$ cat src/rtl/mrb_pkg.sv
// Constants for the mode register burst and DLL control block.
// Assumes a single 100 MHz clock and an APB register port.
package mrb_pkg;
  // Clock period and DLL lock figure
  localparam int CLK_PERIOD_NS = 10;
  localparam int TDLLK_CLK = 512;
  // APB register byte offsets
  localparam logic [7:0] ADDR_MR0 = 8'h00;
  localparam logic [7:0] ADDR_MR1 = 8'h04;
  localparam logic [7:0] ADDR_CTRL = 8'h08;
  localparam logic [7:0] ADDR_STAT = 8'h0c;
  // Mode register 0/1 fields, column address bits and reset values
  localparam int MR0_BL_LSB = 0;
  localparam int MR0_BT_BIT = 3;
  localparam int MR0_TM_BIT = 7;
  localparam int MR0_DLLRST_BIT = 8;
  localparam int MR0_WR_LSB = 9;
  localparam int MR1_DLLEN_BIT = 0;
  localparam int COL_AP_BIT = 10;
  localparam int COL_BC_BIT = 12;
  localparam logic [13:0] MR0_RST = 14'h0000;
  localparam logic [13:0] MR1_RST = 14'h0000;
  // Burst length and write recovery field codes
  localparam logic [1:0] BL_FIX8 = 2'h0;
  localparam logic [1:0] BL_OTF = 2'h1;
  localparam logic [1:0] BL_FIX4 = 2'h2;
  localparam logic [2:0] WR_RSVD = 3'h7;
  // Control register fields
  localparam int CTRL_CL_LSB = 0;
  localparam int CTRL_AL_LSB = 5;
  localparam int CTRL_CRC_BIT = 10;
  localparam int CTRL_DM_BIT = 11;
  localparam int CTRL_RTTWR_BIT = 12;
  localparam logic [12:0] CTRL_RST = 13'h0009;
  // Beat slots of a burst, and the early write point for fixed chop
  localparam logic [2:0] LAST_SLOT = 3'h7;
  localparam logic [2:0] CHOP_LAST = 3'h3;
  localparam logic [2:0] EARLY_SLOT = 3'h5;
  // Status bit positions
  localparam int ST_DLLON = 0;
  localparam int ST_LOCK = 1;
  localparam int ST_TM = 2;
  localparam int ST_WRRSVD = 3;
  localparam int ST_WRDLL = 4;
  localparam int ST_DROP = 5;
  // Command codes
  typedef enum logic [2:0] {
    MRB_NOP, MRB_MRS, MRB_RD, MRB_WR, MRB_SRE, MRB_SRX
  } mrb_cmd_t;
endpackage

$ cat src/rtl/mrb_core.sv
// Mode register 0/1 behaviour: burst order, chop, latency, recovery,
// write CRC discard and DLL control, with an APB register port.
// Assumes commands arrive on pclk from logic on the same clock.
//
// Summary of operation
// Burst type bit picks sequential or interleaved.
// Length field picks fixed chop, fixed eight, on-the-fly.
// On-the-fly length sampled from A12 with command.
// Sequential reads wrap inside aligned group of four.
// Interleaved read beat column is start XOR beat.
// Chopped read tristates data for last four slots.
// Chopped write uses A2 only, drops last four.
// Eight-beat write stores words zero to seven.
// Fixed chop starts internal write two clocks early.
// On-the-fly chop keeps eight-beat write timing.
// First read data after additive plus CAS latency.
// Controller keeps test mode bit at zero.
// Write recovery field times auto-precharge.
// CRC error with mask enabled discards write.
// Read-to-precharge field times precharge after read.
// DLL reset bit clears itself after use.
// Controller waits lock time after DLL reset.
// Controller holds clock enable high during lock.
// DLL off in self refresh, back on exit.
// Controller disables nominal termination in DLL-off.
// Controller disables dynamic termination in DLL-off.
// Mode write to select code seven is ignored.
// Writes need DLL only with dynamic termination.
// Recovery codes map to fixed clock pairs.
//
// Register access over APB and the address map were decided locally.
module mrb_core #(
  parameter int DW = 8,
  parameter int TDLLK = mrb_pkg::TDLLK_CLK
) (
  // Clock and reset
  input wire logic pclk,
  input wire logic presetn,
  // APB slave
  input wire logic [7:0] paddr,
  input wire logic psel,
  input wire logic penable,
  input wire logic pwrite,
  input wire logic [31:0] pwdata,
  output logic [31:0] prdata,
  output logic pready,
  output logic pslverr,
  // Command port from the controller
  input wire logic cmd_valid,
  input wire logic [2:0] cmd_op,
  input wire logic cmd_bg0,
  input wire logic [1:0] cmd_ba,
  input wire logic [13:0] cmd_addr,
  // Write data beats
  input wire logic wbeat_valid,
  input wire logic [DW-1:0] wbeat_data,
  input wire logic wcrc_err,
  // Read burst beats
  output logic rd_vld,
  output logic rd_oe,
  output logic [2:0] rd_col,
  // Array write side
  output logic arr_we,
  output logic [2:0] arr_col,
  output logic [DW-1:0] arr_data,
  output logic wr_start,
  output logic wr_drop,
  output logic pre_go,
  // DLL state
  output logic dll_on,
  output logic dll_locked
);
  typedef enum logic [1:0] {MRB_RIDLE, MRB_RLAT, MRB_RBURST} mrb_rst_t;
  typedef enum logic [1:0] {MRB_WIDLE, MRB_WCAP, MRB_WCOMMIT} mrb_wst_t;

  logic [13:0] mr0_r, mr1_r;
  logic [12:0] ctrl_r;
  logic [31:0] prdata_r;
  logic pready_r, pslverr_r, drop_seen_r;
  mrb_rst_t rst_r;
  mrb_wst_t wst_r;
  logic [5:0] rlat_r;
  logic [2:0] rbeat_r, rstart_r, wbeat_r, cbeat_r;
  logic rchop_r, rd_vld_r, rd_oe_r;
  logic [2:0] rd_col_r;
  logic wchop_r, wfix4_r, whi_r, wap_r;
  logic [DW-1:0] wbuf [8];
  logic arr_we_r, wr_start_r, wr_drop_r, pre_go_r;
  logic [2:0] arr_col_r;
  logic [DW-1:0] arr_data_r;
  logic [5:0] pre_cnt_r;
  logic in_sr_r, dll_on_r, dll_locked_r;
  logic [15:0] lock_cnt_r;

  // Decoded settings
  logic [1:0] bl_mode;
  logic bt_ilv, mrs_ok, rd_cmd, wr_cmd, crc_dm;
  logic [5:0] rl, wr_clk, rtp_clk;
  assign bl_mode = mr0_r[mrb_pkg::MR0_BL_LSB +: 2];
  assign bt_ilv = mr0_r[mrb_pkg::MR0_BT_BIT];
  assign rl = 6'(ctrl_r[mrb_pkg::CTRL_CL_LSB +: 5])
            + 6'(ctrl_r[mrb_pkg::CTRL_AL_LSB +: 5]);
  assign crc_dm = ctrl_r[mrb_pkg::CTRL_CRC_BIT]
                & ctrl_r[mrb_pkg::CTRL_DM_BIT];
  // Select code seven is for register words, not this device
  assign mrs_ok = cmd_valid && cmd_op == 3'(mrb_pkg::MRB_MRS)
               && !(cmd_bg0 && cmd_ba == 2'h3);
  assign rd_cmd = cmd_valid && cmd_op == 3'(mrb_pkg::MRB_RD);
  assign wr_cmd = cmd_valid && cmd_op == 3'(mrb_pkg::MRB_WR);

  // Recovery and read-to-precharge clocks per field code
  always_comb begin
    unique case (mr0_r[mrb_pkg::MR0_WR_LSB +: 3])
      3'h0: begin wr_clk = 6'd10; rtp_clk = 6'd5; end
      3'h1: begin wr_clk = 6'd12; rtp_clk = 6'd6; end
      3'h2: begin wr_clk = 6'd14; rtp_clk = 6'd7; end
      3'h3: begin wr_clk = 6'd16; rtp_clk = 6'd8; end
      3'h4: begin wr_clk = 6'd18; rtp_clk = 6'd9; end
      3'h5: begin wr_clk = 6'd20; rtp_clk = 6'd10; end
      3'h6: begin wr_clk = 6'd24; rtp_clk = 6'd12; end
      default: begin wr_clk = 6'd24; rtp_clk = 6'd12; end
    endcase
  end

  // Column of read beat n from the start column
  function automatic logic [2:0] beat_col(input logic [2:0] s,
      input logic [2:0] n, input logic ilv);
    if (ilv) begin
      beat_col = s ^ n;
    end else begin
      beat_col = {s[2] ^ n[2], 2'(s[1:0] + n[1:0])};
    end
  endfunction

  // APB slave: no wait state, answer in first access cycle
  always_ff @(posedge pclk or negedge presetn) begin
    if (!presetn) begin
      pready_r <= 1'b0;
      pslverr_r <= 1'b0;
      prdata_r <= 32'h0000_0000;
    end else begin
      pready_r <= psel && !penable && !pready_r;
      if (psel && !penable) begin
        pslverr_r <= paddr > mrb_pkg::ADDR_STAT || paddr[1:0] != 2'h0;
        unique case (paddr)
          mrb_pkg::ADDR_MR0: prdata_r <= {18'h0, mr0_r};
          mrb_pkg::ADDR_MR1: prdata_r <= {18'h0, mr1_r};
          mrb_pkg::ADDR_CTRL: prdata_r <= {19'h0, ctrl_r};
          mrb_pkg::ADDR_STAT: prdata_r <= {26'h0, drop_seen_r,
            ctrl_r[mrb_pkg::CTRL_RTTWR_BIT] && !dll_locked_r,
            mr0_r[mrb_pkg::MR0_WR_LSB +: 3] == mrb_pkg::WR_RSVD,
            mr0_r[mrb_pkg::MR0_TM_BIT], dll_locked_r, dll_on_r};
          default: prdata_r <= 32'h0000_0000;
        endcase
      end
    end
  end

  // Mode registers: by MRS command or APB; DLL reset bit self-clears
  always_ff @(posedge pclk or negedge presetn) begin
    if (!presetn) begin
      mr0_r <= mrb_pkg::MR0_RST;
      mr1_r <= mrb_pkg::MR1_RST;
      ctrl_r <= mrb_pkg::CTRL_RST;
    end else begin
      if (mr0_r[mrb_pkg::MR0_DLLRST_BIT]) begin
        mr0_r[mrb_pkg::MR0_DLLRST_BIT] <= 1'b0;
      end
      if (mrs_ok && cmd_ba == 2'h0 && !cmd_bg0) begin
        mr0_r <= cmd_addr;
      end else if (mrs_ok && cmd_ba == 2'h1 && !cmd_bg0) begin
        mr1_r <= cmd_addr;
      end
      if (pready_r && psel && penable && pwrite) begin
        unique case (paddr)
          mrb_pkg::ADDR_MR0: mr0_r <= pwdata[13:0];
          mrb_pkg::ADDR_MR1: mr1_r <= pwdata[13:0];
          mrb_pkg::ADDR_CTRL: ctrl_r <= pwdata[12:0];
          default: ;
        endcase
      end
    end
  end

  // DLL: off in self refresh, relock count after reset or exit
  always_ff @(posedge pclk or negedge presetn) begin
    if (!presetn) begin
      in_sr_r <= 1'b0;
      dll_on_r <= 1'b0;
      dll_locked_r <= 1'b0;
      lock_cnt_r <= 16'h0000;
    end else begin
      if (cmd_valid && cmd_op == 3'(mrb_pkg::MRB_SRE)) begin
        in_sr_r <= 1'b1;
      end else if (cmd_valid && cmd_op == 3'(mrb_pkg::MRB_SRX)) begin
        in_sr_r <= 1'b0;
      end
      dll_on_r <= mr1_r[mrb_pkg::MR1_DLLEN_BIT] && !in_sr_r;
      if (!dll_on_r || in_sr_r) begin
        dll_locked_r <= 1'b0;
        lock_cnt_r <= 16'(TDLLK);
      end else if (mr0_r[mrb_pkg::MR0_DLLRST_BIT]) begin
        dll_locked_r <= 1'b0;
        lock_cnt_r <= 16'(TDLLK);
      end else if (lock_cnt_r != 16'h0000) begin
        lock_cnt_r <= lock_cnt_r - 16'h0001;
        dll_locked_r <= lock_cnt_r == 16'h0001;
      end
    end
  end

  // Read burst: latency count then eight slots
  always_ff @(posedge pclk or negedge presetn) begin
    if (!presetn) begin
      rst_r <= MRB_RIDLE;
      rlat_r <= 6'h00;
      rbeat_r <= 3'h0;
      rstart_r <= 3'h0;
      rchop_r <= 1'b0;
      rd_vld_r <= 1'b0;
      rd_oe_r <= 1'b0;
      rd_col_r <= 3'h0;
    end else begin
      rd_vld_r <= 1'b0;
      rd_oe_r <= 1'b0;
      unique case (rst_r)
        MRB_RIDLE: if (rd_cmd) begin
          rst_r <= MRB_RLAT;
          rlat_r <= (rl == 6'h00) ? 6'h01 : rl;
          rstart_r <= cmd_addr[2:0];
          rchop_r <= bl_mode == mrb_pkg::BL_FIX4
            || (bl_mode == mrb_pkg::BL_OTF
                && !cmd_addr[mrb_pkg::COL_BC_BIT]);
        end
        MRB_RLAT: begin
          rlat_r <= rlat_r - 6'h01;
          if (rlat_r == 6'h01) begin
            rst_r <= MRB_RBURST;
            rbeat_r <= 3'h1;
            rd_vld_r <= 1'b1;
            rd_oe_r <= 1'b1;
            rd_col_r <= rstart_r;
          end
        end
        MRB_RBURST: begin
          rbeat_r <= rbeat_r + 3'h1;
          if (rbeat_r == mrb_pkg::LAST_SLOT) begin
            rst_r <= MRB_RIDLE;
          end
          rd_vld_r <= !rchop_r || !rbeat_r[2];
          rd_oe_r <= !rchop_r || !rbeat_r[2];
          rd_col_r <= beat_col(rstart_r, rbeat_r, bt_ilv);
        end
        default: rst_r <= MRB_RIDLE;
      endcase
    end
  end

  // Write: capture eight slots, then commit unless CRC failed with CRC and DM both enabled
  always_ff @(posedge pclk or negedge presetn) begin
    if (!presetn) begin
      wst_r <= MRB_WIDLE;
      wbeat_r <= 3'h0;
      cbeat_r <= 3'h0;
      wchop_r <= 1'b0;
      wfix4_r <= 1'b0;
      whi_r <= 1'b0;
      wap_r <= 1'b0;
      arr_we_r <= 1'b0;
      arr_col_r <= 3'h0;
      arr_data_r <= '0;
      wr_start_r <= 1'b0;
      wr_drop_r <= 1'b0;
    end else begin
      arr_we_r <= 1'b0;
      wr_start_r <= 1'b0;
      wr_drop_r <= 1'b0;
      unique case (wst_r)
        MRB_WIDLE: if (wr_cmd) begin
          wst_r <= MRB_WCAP;
          wbeat_r <= 3'h0;
          wfix4_r <= bl_mode == mrb_pkg::BL_FIX4;
          wchop_r <= bl_mode == mrb_pkg::BL_FIX4
            || (bl_mode == mrb_pkg::BL_OTF
                && !cmd_addr[mrb_pkg::COL_BC_BIT]);
          whi_r <= cmd_addr[2];
          wap_r <= cmd_addr[mrb_pkg::COL_AP_BIT];
        end
        MRB_WCAP: if (wbeat_valid) begin
          wbuf[wbeat_r] <= wbeat_data;
          wbeat_r <= wbeat_r + 3'h1;
          wr_start_r <= wfix4_r ? wbeat_r == mrb_pkg::EARLY_SLOT
                                : wbeat_r == mrb_pkg::LAST_SLOT;
          if (wbeat_r == mrb_pkg::LAST_SLOT) begin
            cbeat_r <= 3'h0;
            if (crc_dm && wcrc_err) begin
              wst_r <= MRB_WIDLE;
              wr_drop_r <= 1'b1;
            end else begin
              wst_r <= MRB_WCOMMIT;
            end
          end
        end
        MRB_WCOMMIT: begin
          cbeat_r <= cbeat_r + 3'h1;
          arr_we_r <= 1'b1;
          arr_data_r <= wbuf[cbeat_r];
          arr_col_r <= wchop_r ? {whi_r, cbeat_r[1:0]} : cbeat_r;
          if (cbeat_r == (wchop_r ? mrb_pkg::CHOP_LAST
                                  : mrb_pkg::LAST_SLOT)) begin
            wst_r <= MRB_WIDLE;
          end
        end
        default: wst_r <= MRB_WIDLE;
      endcase
    end
  end

  // Auto-precharge timer from read command or internal write start
  always_ff @(posedge pclk or negedge presetn) begin
    if (!presetn) begin
      pre_cnt_r <= 6'h00;
      pre_go_r <= 1'b0;
      drop_seen_r <= 1'b0;
    end else begin
      pre_go_r <= pre_cnt_r == 6'h01;
      if (rst_r == MRB_RIDLE && rd_cmd && cmd_addr[mrb_pkg::COL_AP_BIT]) begin
        pre_cnt_r <= 6'(ctrl_r[mrb_pkg::CTRL_AL_LSB +: 5]) + rtp_clk;
      end else if (wr_start_r && wap_r) begin
        pre_cnt_r <= wr_clk;
      end else if (pre_cnt_r != 6'h00) begin
        pre_cnt_r <= pre_cnt_r - 6'h01;
      end
      drop_seen_r <= wr_drop_r || (drop_seen_r && !(pready_r && psel
        && penable && !pwrite && paddr == mrb_pkg::ADDR_STAT));
    end
  end

  // Output ports
  assign prdata = prdata_r;
  assign pready = pready_r;
  assign pslverr = pslverr_r;
  assign rd_vld = rd_vld_r;
  assign rd_oe = rd_oe_r;
  assign rd_col = rd_col_r;
  assign arr_we = arr_we_r;
  assign arr_col = arr_col_r;
  assign arr_data = arr_data_r;
  assign wr_start = wr_start_r;
  assign wr_drop = wr_drop_r;
  assign pre_go = pre_go_r;
  assign dll_on = dll_on_r;
  assign dll_locked = dll_locked_r;
endmodule

$ cat config.mk
export PLATFORM = sky130hd
export DESIGN_NAME = mrb_core
export DESIGN_NICKNAME = d
export VERILOG_FILES = /design/src/rtl/mrb_pkg.sv /design/src/rtl/mrb_core.sv
export SDC_FILE = /design/constraint.sdc
export NUM_CORES = 1
export LEC_CHECK = 0
export ABC_CLOCK_PERIOD_IN_PS = 2400
export BUFFER_PORTS_ARGS = -buffer_cell sky130_fd_sc_hd__buf_2
export CORE_MARGIN = 4
export CORE_UTILIZATION = 33
export DETAILED_ROUTE_END_ITERATION = 8
export PLACE_DENSITY = 0.57
export SLEW_MARGIN = 10
export SYNTH_ARGS = -nofsm -noshare
export SYNTH_HDL_FRONTEND = slang
export SYNTH_SLANG_ARGS = --single-unit
$ cat constraint.sdc
create_clock -name pclk -period 2.4 [get_ports pclk]
set_input_delay 0 -clock pclk [delete_from_list [all_inputs] [get_ports pclk]]
set_output_delay 0 -clock pclk [all_outputs]
set_load 0.03 [all_outputs]
==> results.tsv, run 1 <==
stage	metric	value	unit
synth	synth cell count leaders	dfrtp_1, nor2_1, nand2_1, edfxtp_1, mux2i_1	
routing	wire per inst	16.69	um
synth	#FFs+latches synth	193	
worst_setup_path	CP bufs+invs	4	
die	Rows	61	
timing	final setup vio count	0	
pwr	Worst VDD drop	0.4276	mV
placed_design	HPWL reported at the end of detailed placement	15.32	mm
routing	post-route ant nets	0	
grt	grt total ovfl	0	
worst_setup_path	R2R setup slack	0.29	ns
timing	Slew @ Worst Pin	0.8738	ns
layout	NumNets Final	1058	
pwr	Tot Pwr	10.06	mW
die	Core Box Area	0.02801	mm^2
synth	prevailing post-synth register cell	dfrtp_1	
worst_setup_path	Top Family by Delay on Critical Path	buffers and inverters	
synth	Synth area leader	dfrtp_1	
cts	Clock transition at path regs	0.08	ns
grt	initial antenna violation count	0	
grt	gr usage total	14.73	%
die	Top Ports	132	
worst_setup_path	Max FO, Critical Path	3	
die	chip width	177.2	um
worst_setup_path	most used cell, CP	dlygate4sd3_1	
hold_path	hold path cells	3	
grt	first-pass GRT wire length	36.30	mm
timing	Max Clock Freq	0.4524	GHz
cts	root buf cell	clkbuf_16	
worst_setup_path	reg2reg start	pready	
routing	DRC errors left	0	
routing	Via Count	6566	
placed_design	placed cells	1261	
cts	CTS tree	yes	
synth	Synth top area share	33.65	%
worst_setup_path	CP startpoint kind	input pin	
timing	setup_tns	0	ns
routing	1st-pass router iterations	5	
cts	CTS Buf Count	17	
worst_setup_path	Cell Chain, Critical Path	dlygate4sd3_1 > buf_2 > nor4_4 > dlygate4sd3_1 > nand2_1 > o41ai_1 > dlygate4sd3_1 > nand2b_1	
die	Starting Density	33.72	%
routing	drt via density	4.885	
synth	Post-synth EDFFs	64	
layout	Final Util	41.11	%
layout	Finished Layout Cells	1344	
timing	Max Slew Vio Count	0	
layout	diode count	0	
timing	Rel. slew slack	41.74	%
cts	Max Buffers Root-to-Sink	2	
die	Die ar.	0.03139	mm^2
cts	PostCTS Resize Cnt	0	
timing	Final Skew	0.01734	ns
grt	vias in the first global route	6518	
worst_setup_path	critical path arrival	2.53	ns
pwr	Pwr Density	873.9	mW/mm^2
worst_setup_path	CP required	2.72	ns
synth	FFs w/ async S/R, synth	66.84	%
hold_path	hold_sp	wcrc_err	
timing	Final Hold Viols	0	
cts	Sink Count	193	
worst_setup_path	r2r worst-path depth	7	
worst_setup_path	Slowest Stage Delay on Critical Path	0.61	ns
synth	top-count cell post-synth	dfrtp_1	
hold_path	hold path endpoint	wr_drop	
timing	final worst path period share	92.09	%
placed_design	port bufs	95	
routing	WL final	22.43	mm
timing	fin crit period	2.210	ns
synth	Post-Synthesis Cell Area	0.009444	mm^2
worst_setup_path	end of the worst register-to-register path	mr0_r[3]	
synth	synth top area cells	dfrtp_1, edfxtp_1, mux2i_1, mux4_2, ha_1	
synth	register area share after synthesis	54.56	%
routing	initial drt markers	512	
synth	synthesized area per cell	11.86	um^2
placed_design	Routability Congestion	0.8133	
synth	Mapped Cells	796	
synth	post-synthesis cell type count	67	
worst_setup_path	critical path class	in -> reg	
cts	Clock Latency Late Sink	0.44	ns
pwr	Leak Pwr	5.175	nW
worst_setup_path	Crit-path slowest cell	dlygate4sd3_1	
layout	Area Growth Syn to Fin	21.94	%
die	Die Y	177.2	um
job	max-cap violations	0	
hold_path	HP Class	in -> reg	
layout	fill count	2680	
grt	largest net degree at the start of global routing	67	
outcome	outcome	complete, no violations	
timing	RSZ-0062 raised after global routing	no	
layout	layout cells sized above 1	21.64	%
synth	Synth warnings	0	
cts	H-tree Lvls	4	
worst_setup_path	critical path capture point type	flip-flop	
flip-flops by register name, summed over array words and instances (netlist names), 6 cells and up:
register and flops:
pre_cnt_r 6, lock_cnt_r 16, rlat_r 6, mr0_r 14
prdata 14, ctrl_r 13, arr_data 8, mr1_r 14
wbuf 64
cell usage in the layout (no fill, tap or decap), types with 27 or more instances in the layout:
cell,count
ha_1,27
nand2_1,65
nor2_1,78
a21oi_1,45
buf_2,94
dlygate4sd3_1,51
mux2i_1,50
dfrtp_1,127
edfxtp_1,64
o21ai_0,41
worst max path at each step:
stage	startpoint	to	slack, ns	depth (start not counted)
floorplan	wst_r[1]	wbuf[1][0]	0.49	4
global placement	ctrl_r[0]	rlat_r[4]	0.40	8
detailed placement	ctrl_r[0]	rlat_r[4]	0.39	8
CTS	paddr[6]	drop_seen_r	0.26	8
global route	paddr[6]	drop_seen_r	0.02	8
finish	paddr[6]	drop_seen_r	0.19	8
worst reg2reg max path, stage by stage (launching register included):
cell           delay, ns
dfrtp_1             0.38
and3_1              0.18
nand4_2             0.17
or3_1               0.37
buf_4               0.21
nor2_1              0.10
a21oi_1             0.04
dlygate4sd3_1       0.56
logic make-up after synthesis:
logic type / after synthesis / share of synthesized area, %
xor gates and xnor gates: 25 / 2.318
other: 1 / 0.03971
buffers and inverters: 73 / 4.094
DFF: 193 / 54.56
adders and majority gates: 29 / 4.001
AOI/OAI and AO/OA: 146 / 9.818
muxes: 91 / 12.81
and+or+nand+nor: 238 / 12.36
where the power goes:
part | total, mW | switching (mW) | internal (mW)
logic | 2.68 | 1.48 | 1.21
clock network | 3.08 | 1.59 | 1.49
registers | 4.30 | 0.427 | 3.88
total | 10.1 | 3.49 | 6.57
timing repair:
item | 4_1_cts | 5_1_grt
setup endpoints to repair | 0 | 0
hold buffers | 51 | 0
hold endpoints to repair | 179 | 0
setup buffers | 0 | 0
through the flow:
stage	hold WS, ns	instance area, um^2	setup WS, ns
floorplan	-0.2956	9508	0.4893
global placement	-0.1233	10350	0.4026
detailed placement	-0.1214	10350	0.3898
CTS	0.001778	11520	0.2615
global route	0.003639	11520	0.02319
finish	0.01765	11520	0.1897
final cells by class:
class / count / area, um^2 / area share [%]
clock inverters: 15 / 230.2 / 1.999
inverters: 23 / 86.33 / 0.7497
flip-flops and latches: 193 / 5152 / 44.74
multi-input cells: 547 / 3969 / 34.46
well taps: 378 / 473.0 / 4.107
clock buffers: 17 / 425.4 / 3.694
repair buffers: 171 / 1180 / 10.25
per-layer routing:
| metal | track usage [%] | wire [um] |
|---|---|---|
| met1 | 20.64 | 10670 |
| met2 | 24.22 | 10630 |
| met3 | 2.521 | 958 |
| met4 | 3.095 | 179 |
| met5 | 0 | 0 |
Power figures use the tool's default switching activity.
==> inputs of run 2 (changes only) <==
PLACE_DENSITY = 0.56   (was 0.57)
==> run 2 against run 1 <==
Net effect: die area unchanged; critical path type is now reg -> reg; worst setup slack improved by 0.0050 ns; non-clock buffer count decreased by 3; utilization decreased by 0.089 points; clock skew decreased by 0.0047 ns; routed wire length about the same; hold slack got worse by 0.013 ns; via count decreased by 0.27%; sequential power about the same.
==> results.tsv, run 2 (same netlist as run 1, synthesis figures left out) <==
stage	metric	value	unit	change
pwr	combinational fraction of design power	26.7	%	about the same
timing	Max Clock Freq	0.4535	GHz	was 0.4524 GHz
grt	gr usage total	14.54	%	was 14.73%
routing	wire per inst	16.71	um	was 16.69 um
grt	vias in the first global route	6584		was 6518
worst_setup_path	Crit-path slowest cell	dlygate4sd3_1		unchanged
die	Die Y	177.2	um	unchanged
layout	layout cells sized above 1	21.60	%	was 21.64%
timing	setup_tns	0	ns	unchanged
routing	DRC errors left	0		unchanged
worst_setup_path	CP startpoint kind	flip-flop		was input pin
layout	Most flops, register	wbuf		unchanged
worst_setup_path	CP bufs+invs	2		was 4
die	Core Box Area	0.02801	mm^2	unchanged
worst_setup_path	critical path arrival	2.52	ns	was 2.53 ns
worst_setup_path	Slowest Stage Delay on Critical Path	0.56	ns	was 0.61 ns
hold_path	HP Class	in -> reg		unchanged
routing	WL final	22.43	mm	about the same
hold_path	hold path endpoint	wr_drop		unchanged
pwr	Pwr Density	872.1	mW/mm^2	was 873.9 mW/mm^2
timing	fin crit period	2.205	ns	was 2.210 ns
placed_design	HPWL reported at the end of detailed placement	15.00	mm	was 15.32 mm
routing	drt via density	4.879		was 4.885
cts	Clock transition at path regs	0.08	ns	about the same
layout	Area Growth Syn to Fin	21.67	%	was 21.94%
die	Top Ports	132		unchanged
timing	Final Skew	0.01267	ns	was 0.01734 ns
layout	Finished Cell Area	0.01149	mm^2	was 0.01152 mm^2
job	max-cap violations	0		unchanged
hold_path	hold_sp	wcrc_err		unchanged
worst_setup_path	Cell Chain, Critical Path	and3_1 > nand4_2 > or3_1 > buf_4 > nand3_1 > o21ai_2 > dlygate4sd3_1		was dlygate4sd3_1 > buf_2 > nor4_4 > dlygate4sd3_1 > nand2_1 > o41ai_1 > dlygate4sd3_1 > nand2b_1
pwr	Int Power	6.565	mW	was 6.574 mW
hold_path	hold path cells	3		unchanged
die	chip width	177.2	um	unchanged
die	Die ar.	0.03139	mm^2	unchanged
layout	max reg flops	64		unchanged
pwr	Worst VDD drop	0.4622	mV	was 0.4276 mV
cts	CTS Buf Count	17		unchanged
placed_design	DP Worst Slack	0.3577	ns	was 0.3898 ns
worst_setup_path	r2r worst-path depth	7		unchanged
grt	largest net degree at the start of global routing	130		was 67
timing	Slew @ Worst Pin	0.7505	ns	was 0.8738 ns
cts	root buf cell	clkbuf_16		unchanged
die	Rows	61		unchanged
outcome	outcome	complete, no violations		unchanged
placed_design	port bufs	95		unchanged
pwr	Leak Pwr	5.164	nW	was 5.175 nW
worst_setup_path	end of the worst register-to-register path	mr0_r[8]		was mr0_r[3]
grt	first-pass GRT wire length	35.94	mm	was 36.30 mm
layout	most frequent cells in the layout	dfrtp_1, buf_2, nor2_1, nand2_1, edfxtp_1		unchanged
routing	Via Count	6548		was 6566
grt	initial antenna violation count	1		was 0
worst_setup_path	Top Family by Delay on Critical Path	simple AND/OR/NAND/NOR gates		was buffers and inverters
cts	Clock Latency Late Sink	0.43	ns	was 0.44 ns
cts	H-tree Lvls	4		unchanged
worst_setup_path	critical path class	reg -> reg		was in -> reg
layout	commonest non-fill, non-tap cell in the layout	dfrtp_1		unchanged
timing	Final WS setup	0.1948	ns	was 0.1897 ns
cts	Sink Count	193		unchanged
timing	RSZ-0062 raised after global routing	no		unchanged
timing	final worst path period share	91.88	%	was 92.09%
timing	Final Hold Viols	0		unchanged
pwr	switching pwr	3.457	mW	was 3.490 mW
pwr	power share of the clock group	30.3	%	was 30.6%
timing	Rel. slew slack	49.97	%	was 41.74%
routing	post-route ant nets	0		unchanged
layout	NumNets Final	1055		was 1058
placed_design	Routability Congestion	0.8005		was 0.8133
worst_setup_path	reg2reg start	pready		unchanged
pwr	sw frac	34.49	%	was 34.67%
die	Starting Density	33.72	%	unchanged
worst_setup_path	critical path capture point type	flip-flop		unchanged
timing	Max Slew Vio Count	0		unchanged
routing	initial drt markers	354		was 512
layout	Largest regs	wbuf x64, lock_cnt_r x16		unchanged
grt	grt total ovfl	0		unchanged
cts	Max Buffers Root-to-Sink	2		unchanged
worst_setup_path	Max FO, Critical Path	28		was 3
cts	Setup Buffers After CTS	0		unchanged
worst_setup_path	R2R setup slack	0.19	ns	was 0.29 ns
routing	1st-pass router iterations	4		was 5
placed_design	dpl cell area	0.01035	mm^2	about the same
worst_setup_path	CP required	2.71	ns	was 2.72 ns
pwr	Reg power frac	43.0	%	was 42.8%
cts	CTS tree	yes		unchanged
timing	final setup vio count	0		unchanged
-- run 2: power groups by stage --
| stage | Combinational [mW] | Clock [mW] | Sequential, mW |
|---|---|---|---|
| 2_1_floorplan | 1.80 | 0 | 4.47 |
| 6_report | 2.68 | 3.03 | 4.31 |
| 3_5_place_dp | 2.66 | 0 | 4.37 |
| 3_3_place_gp | 2.61 | 0 | 4.37 |
| 5_1_grt | 3.01 | 3.25 | 4.38 |
| 4_1_cts | 2.73 | 3.11 | 4.31 |
-- run 2: worst max path at each step --
stage | startpoint | end | slack (ns) | cells past startpoint
2_1_floorplan | wst_r[1] | wbuf[1][0] | 0.49 | 4
3_3_place_gp | ctrl_r[0] | rlat_r[4] | 0.41 | 8
3_5_place_dp | ctrl_r[0] | rlat_r[4] | 0.36 | 8
4_1_cts | pready | mr0_r[8] | 0.20 | 7
5_1_grt | paddr[6] | drop_seen_r | 0.08 | 8
6_report | pready | mr0_r[8] | 0.19 | 7
-- run 2: cell type report --
class / count / area, um^2
sequential: 193 / 5152
fill: 2667 / 16520
timing repair buffer: 168 / 1165
inverter: 23 / 86.33
tap: 378 / 473.0
multi-input combinational: 547 / 3969
clock inverter: 15 / 217.7
antenna: 1 / 2.502
clock buffer: 17 / 425.4
-- run 2: layer usage --
metal	wire length, um	global-route usage [%]
met1	10600	19.80
met2	10660	24.28
met3	869	2.307
met4	297	3.933
met5	0	0
-- run 2: worst reg2reg max path: stages (launching register included) --
cell,delay [ns]
dfrtp_1,0.40
and3_1,0.18
nand4_2,0.16
or3_1,0.34
buf_4,0.25
nand3_1,0.15
o21ai_2,0.06
dlygate4sd3_1,0.56
-- run 2: repair_timing --
action | in CTS | in global routing
hold endpoints to repair | 246 | 0
resized for setup | 0 | 0
hold buffers | 49 | 0
endpoints found under the setup margin | 0 | 0
-- run 2: metrics by stage --
| step | hold WS, ns | instances | utilization, % | power (mW) |
|---|---|---|---|---|
| final | 0.004281 | 1342 | 41.02 | 10.02 |
| after global routing | 0.004659 | 1342 | 41.02 | 10.64 |
| after CTS | 0.003609 | 1341 | 41.01 | 10.15 |
| after detailed placement | 0.2356 | 1260 | 36.97 | 7.026 |
| after global placement | 0.2310 | 1260 | 36.97 | 6.979 |
| after floorplan | -0.2956 | 813 | - | 6.273 |
==> inputs of run 3 (changes only) <==
ABC_AREA = 1   (was not set)
==> run 3 against run 2 <==
Net effect: register-to-register slack improved by 0.08 ns; critical path depth increased by 1; clock-buffer cell count unchanged; critical endpoint is now mr1_r[13].
==> results.tsv, run 3 <==
stage	metric	value	unit	change
outcome	outcome	complete, no violations		unchanged
placed_design	port bufs	95		unchanged
grt	vias in the first global route	7720		was 6584
synth	Synth Area in Simple Gates	23.27	%	was 12.36%
cts	Setup Buffers After CTS	0		unchanged
synth	combinational family with the most area after synthesis	simple AND/OR/NAND/NOR gates		was multiplexers
synth	synth cell count leaders	nand2_1, nor2_1, dfrtp_1, inv_1, nand3_1		was dfrtp_1, nor2_1, nand2_1, edfxtp_1, mux2i_1
worst_setup_path	critical path arrival	2.46	ns	was 2.52 ns
synth	synth top area cells	dfrtp_1, edfxtp_1, nand2_1, nand3_1, nor2_1		was dfrtp_1, edfxtp_1, mux2i_1, mux4_2, ha_1
cts	CTS Buf Count	17		unchanged
routing	WL final	25.26	mm	was 22.43 mm
synth	FFs w/ async S/R, synth	66.84	%	unchanged
routing	drt via density	4.797		was 4.879
grt	first-pass GRT wire length	41.39	mm	was 35.94 mm
synth	XOR/XNOR Fraction of Synth Area	0.3588	%	was 2.318%
worst_setup_path	Cell Chain, Critical Path	dlygate4sd3_1 > buf_2 > inv_2 > nor3_2 > nand2_2 > o211ai_1 > o21ai_1 > dlygate4sd3_1		was and3_1 > nand4_2 > or3_1 > buf_4 > nand3_1 > o21ai_2 > dlygate4sd3_1
cts	Clock Latency Late Sink	0.44	ns	was 0.43 ns
grt	largest net degree at the start of global routing	130		unchanged
pwr	Pwr Density	850.5	mW/mm^2	was 872.1 mW/mm^2
synth	post-synthesis cell type count	44		was 67
timing	Final Hold Viols	0		unchanged
cts	PostCTS Resize Cnt	0		unchanged
layout	Finished Layout Cells	1669		was 1342
cts	H-tree Lvls	4		unchanged
die	Top Ports	132		unchanged
routing	wire per inst	15.13	um	was 16.71 um
worst_setup_path	Crit-path slowest cell	dlygate4sd3_1		unchanged
cts	Sink Count	193		unchanged
worst_setup_path	CP startpoint kind	input pin		was flip-flop
timing	final setup vio count	0		unchanged
placed_design	DP Worst Slack	0.4629	ns	was 0.3577 ns
cts	Clock transition at path regs	0.09	ns	was 0.08 ns
synth	Synth Area in Compound Gates	11.73	%	was 9.817%
synth	Synth top area share	32.55	%	was 33.65%
cts	CTS tree	yes		unchanged
worst_setup_path	CP bufs+invs	4		was 2
layout	diode count	0		was 1
routing	post-route ant nets	0		unchanged
synth	prevailing post-synth register cell	dfrtp_1		unchanged
worst_setup_path	CP required	2.72	ns	was 2.71 ns
layout	most frequent cells in the layout	nand2_1, nor2_1, dfrtp_1, inv_1, nand3_1		was dfrtp_1, buf_2, nor2_1, nand2_1, edfxtp_1
timing	Max Clock Freq	0.4670	GHz	was 0.4535 GHz
worst_setup_path	critical path capture point type	flip-flop		unchanged
synth	synthesized area per cell	8.725	um^2	was 11.86 um^2
synth	Post-Synthesis Cell Area	0.009763	mm^2	was 0.009444 mm^2
layout	Area Growth Syn to Fin	20.95	%	was 21.67%
layout	commonest non-fill, non-tap cell in the layout	nand2_1		was dfrtp_1
timing	fin crit period	2.141	ns	was 2.205 ns
grt	gr usage total	15.69	%	was 14.54%
die	Core Box Area	0.02894	mm^2	was 0.02801 mm^2
hold_path	HP Class	in -> reg		unchanged
worst_setup_path	Slowest Stage Delay on Critical Path	0.56	ns	about the same
synth	adder-cell share of the synthesized area	3.870	%	was 4.001%
synth	top-count cell post-synth	nand2_1		was dfrtp_1
cts	Max Buffers Root-to-Sink	2		unchanged
die	Die ar.	0.03240	mm^2	was 0.03139 mm^2
placed_design	Routability Congestion	0.8232		was 0.8005
timing	Fin Hold WS	0.005906	ns	was 0.004281 ns
die	Rows	62		was 61
synth	Mapped Cells	1119		was 796
timing	RSZ-0062 raised after global routing	no		unchanged
worst_setup_path	Max FO, Critical Path	28		unchanged
timing	Slew @ Worst Pin	0.7359	ns	was 0.7505 ns
pwr	Worst VDD drop	0.5339	mV	was 0.4622 mV
cts	root buf cell	clkbuf_16		unchanged
worst_setup_path	most used cell, CP	dlygate4sd3_1		
synth	Synth area leader	dfrtp_1		unchanged
routing	Via Count	8007		was 6548
synth	register area share after synthesis	52.77	%	was 54.56%
synth	multiplexer share of the synthesized area	0	%	was 12.81%
timing	final worst path period share	89.23	%	was 91.88%
die	Starting Density	33.74	%	was 33.72%
placed_design	HPWL reported at the end of detailed placement	17.08	mm	was 15.00 mm
layout	layout cells sized above 1	14.09	%	was 21.60%
timing	setup_tns	0	ns	unchanged
routing	1st-pass router iterations	5		was 4
synth	Post-synth EDFFs	64		unchanged
layout	Largest regs	wbuf x64, lock_cnt_r x16		unchanged
die	Die Y	180.0	um	was 177.2 um
grt	initial antenna violation count	0		was 1
layout	Most flops, register	wbuf		unchanged
timing	Rel. slew slack	50.94	%	was 49.97%
worst_setup_path	Top Family by Delay on Critical Path	buffers and inverters		was simple AND/OR/NAND/NOR gates
synth	#FFs+latches synth	193		unchanged
timing	Final WS setup	0.2585	ns	was 0.1948 ns
routing	DRC errors left	0		unchanged
routing	initial drt markers	560		was 354
job	max-cap violations	0		unchanged
timing	Final Skew	0.01308	ns	was 0.01267 ns
layout	NumNets Final	1377		was 1055
worst_setup_path	R2R setup slack	0.27	ns	was 0.19 ns
pwr	Leak Pwr	5.504	nW	was 5.164 nW
layout	max reg flops	64		unchanged
worst_setup_path	critical path class	in -> reg		was reg -> reg
grt	grt total ovfl	0		unchanged
die	chip width	180.0	um	was 177.2 um
placed_design	placed cells	1585		was 1260
synth	Synth warnings	0		unchanged
timing	Max Slew Vio Count	0		unchanged
## run 3: cell count changes in the layout (fill, tap and decap cells not counted), moves of 11 or more
| cell | change |
|---|---|
| a21oi_1 | -14 |
| a22o_1 | -13 |
| inv_1 | +95 |
| mux2_2 | -19 |
| mux2i_1 | -50 |
| mux4_2 | -22 |
| nand2_1 | +169 |
| nand3_1 | +76 |
| nor2_1 | +54 |
| o211ai_1 | +32 |
| o21ai_0 | +44 |
| o21ai_1 | +17 |
| xnor2_1 | -11 |
## run 3: power breakdown
| part | internal, mW | switching, mW | leakage (nW) | total, mW |
|---|---|---|---|---|
| sequential | 3.90 | 0.329 | 2.14 | 4.23 |
| combinational | 0.968 | 1.83 | 3.07 | 2.79 |
| clock | 1.47 | 1.55 | 0.303 | 3.02 |
## run 3: path summary, 6_finish.rpt
kind	from	to	cells after the start
max	cmd_op[0]	mr1_r[13]	8
min	paddr[5]	pslverr	5
max reg2reg	pready	mr0_r[5]	6
min reg2reg	in_sr_r	dll_on	1
max in group asynchronous	presetn	lock_cnt_r[0]	3
min in group asynchronous	presetn	pre_go	3
## run 3: kinds of logic after synthesis
| family | count (synthesis) |
|---|---|
| compound gates | 195 |
| xor+xnor | 4 |
| fa+ha+maj | 29 |
| buf+inv | 177 |
| flops | 193 |
| other cells | 1 |
| simple gates | 520 |
## run 3: what timing repair did
item	CTS	global route
hold buffers	52	0
endpoints found under the setup margin	0	0
endpoints found under the hold margin	251	0
## run 3: final cells by class
type | instances | area (um^2)
repair buffers | 168 | 1172
clock inverters | 15 | 207.7
flip-flops and latches | 193 | 5152
well taps | 384 | 480.5
inverters | 126 | 473.0
clock buffers | 17 | 425.4
multi-input cells | 766 | 3897
fillers | 2884 | 17130
## run 3: routing by layer
metal	routed length (um)	GRT usage, %
met1	11810	21.97
met2	11690	25.14
met3	1380	3.032
met4	382	4.054
met5	0	0
## run 3: tightest hold or removal path: stages
cell and delay (ns):
buf_2 0.07, nor2_1 0.04, nand3_2 0.13, nor3_4 0.09, nor2_1 0.08
## run 3: stage by stage
| step | cell area (um^2) | util (%) | power [mW] |
|---|---|---|---|
| 2_1_floorplan | 9827 | - | 6.229 |
| 3_3_place_gp | 10660 | 36.82 | 6.991 |
| 3_5_place_dp | 10660 | 36.82 | 7.036 |
| 4_1_cts | 11810 | 40.81 | 10.16 |
| 5_1_grt | 11810 | 40.81 | 10.74 |
| 6_report | 11810 | 40.81 | 10.04 |
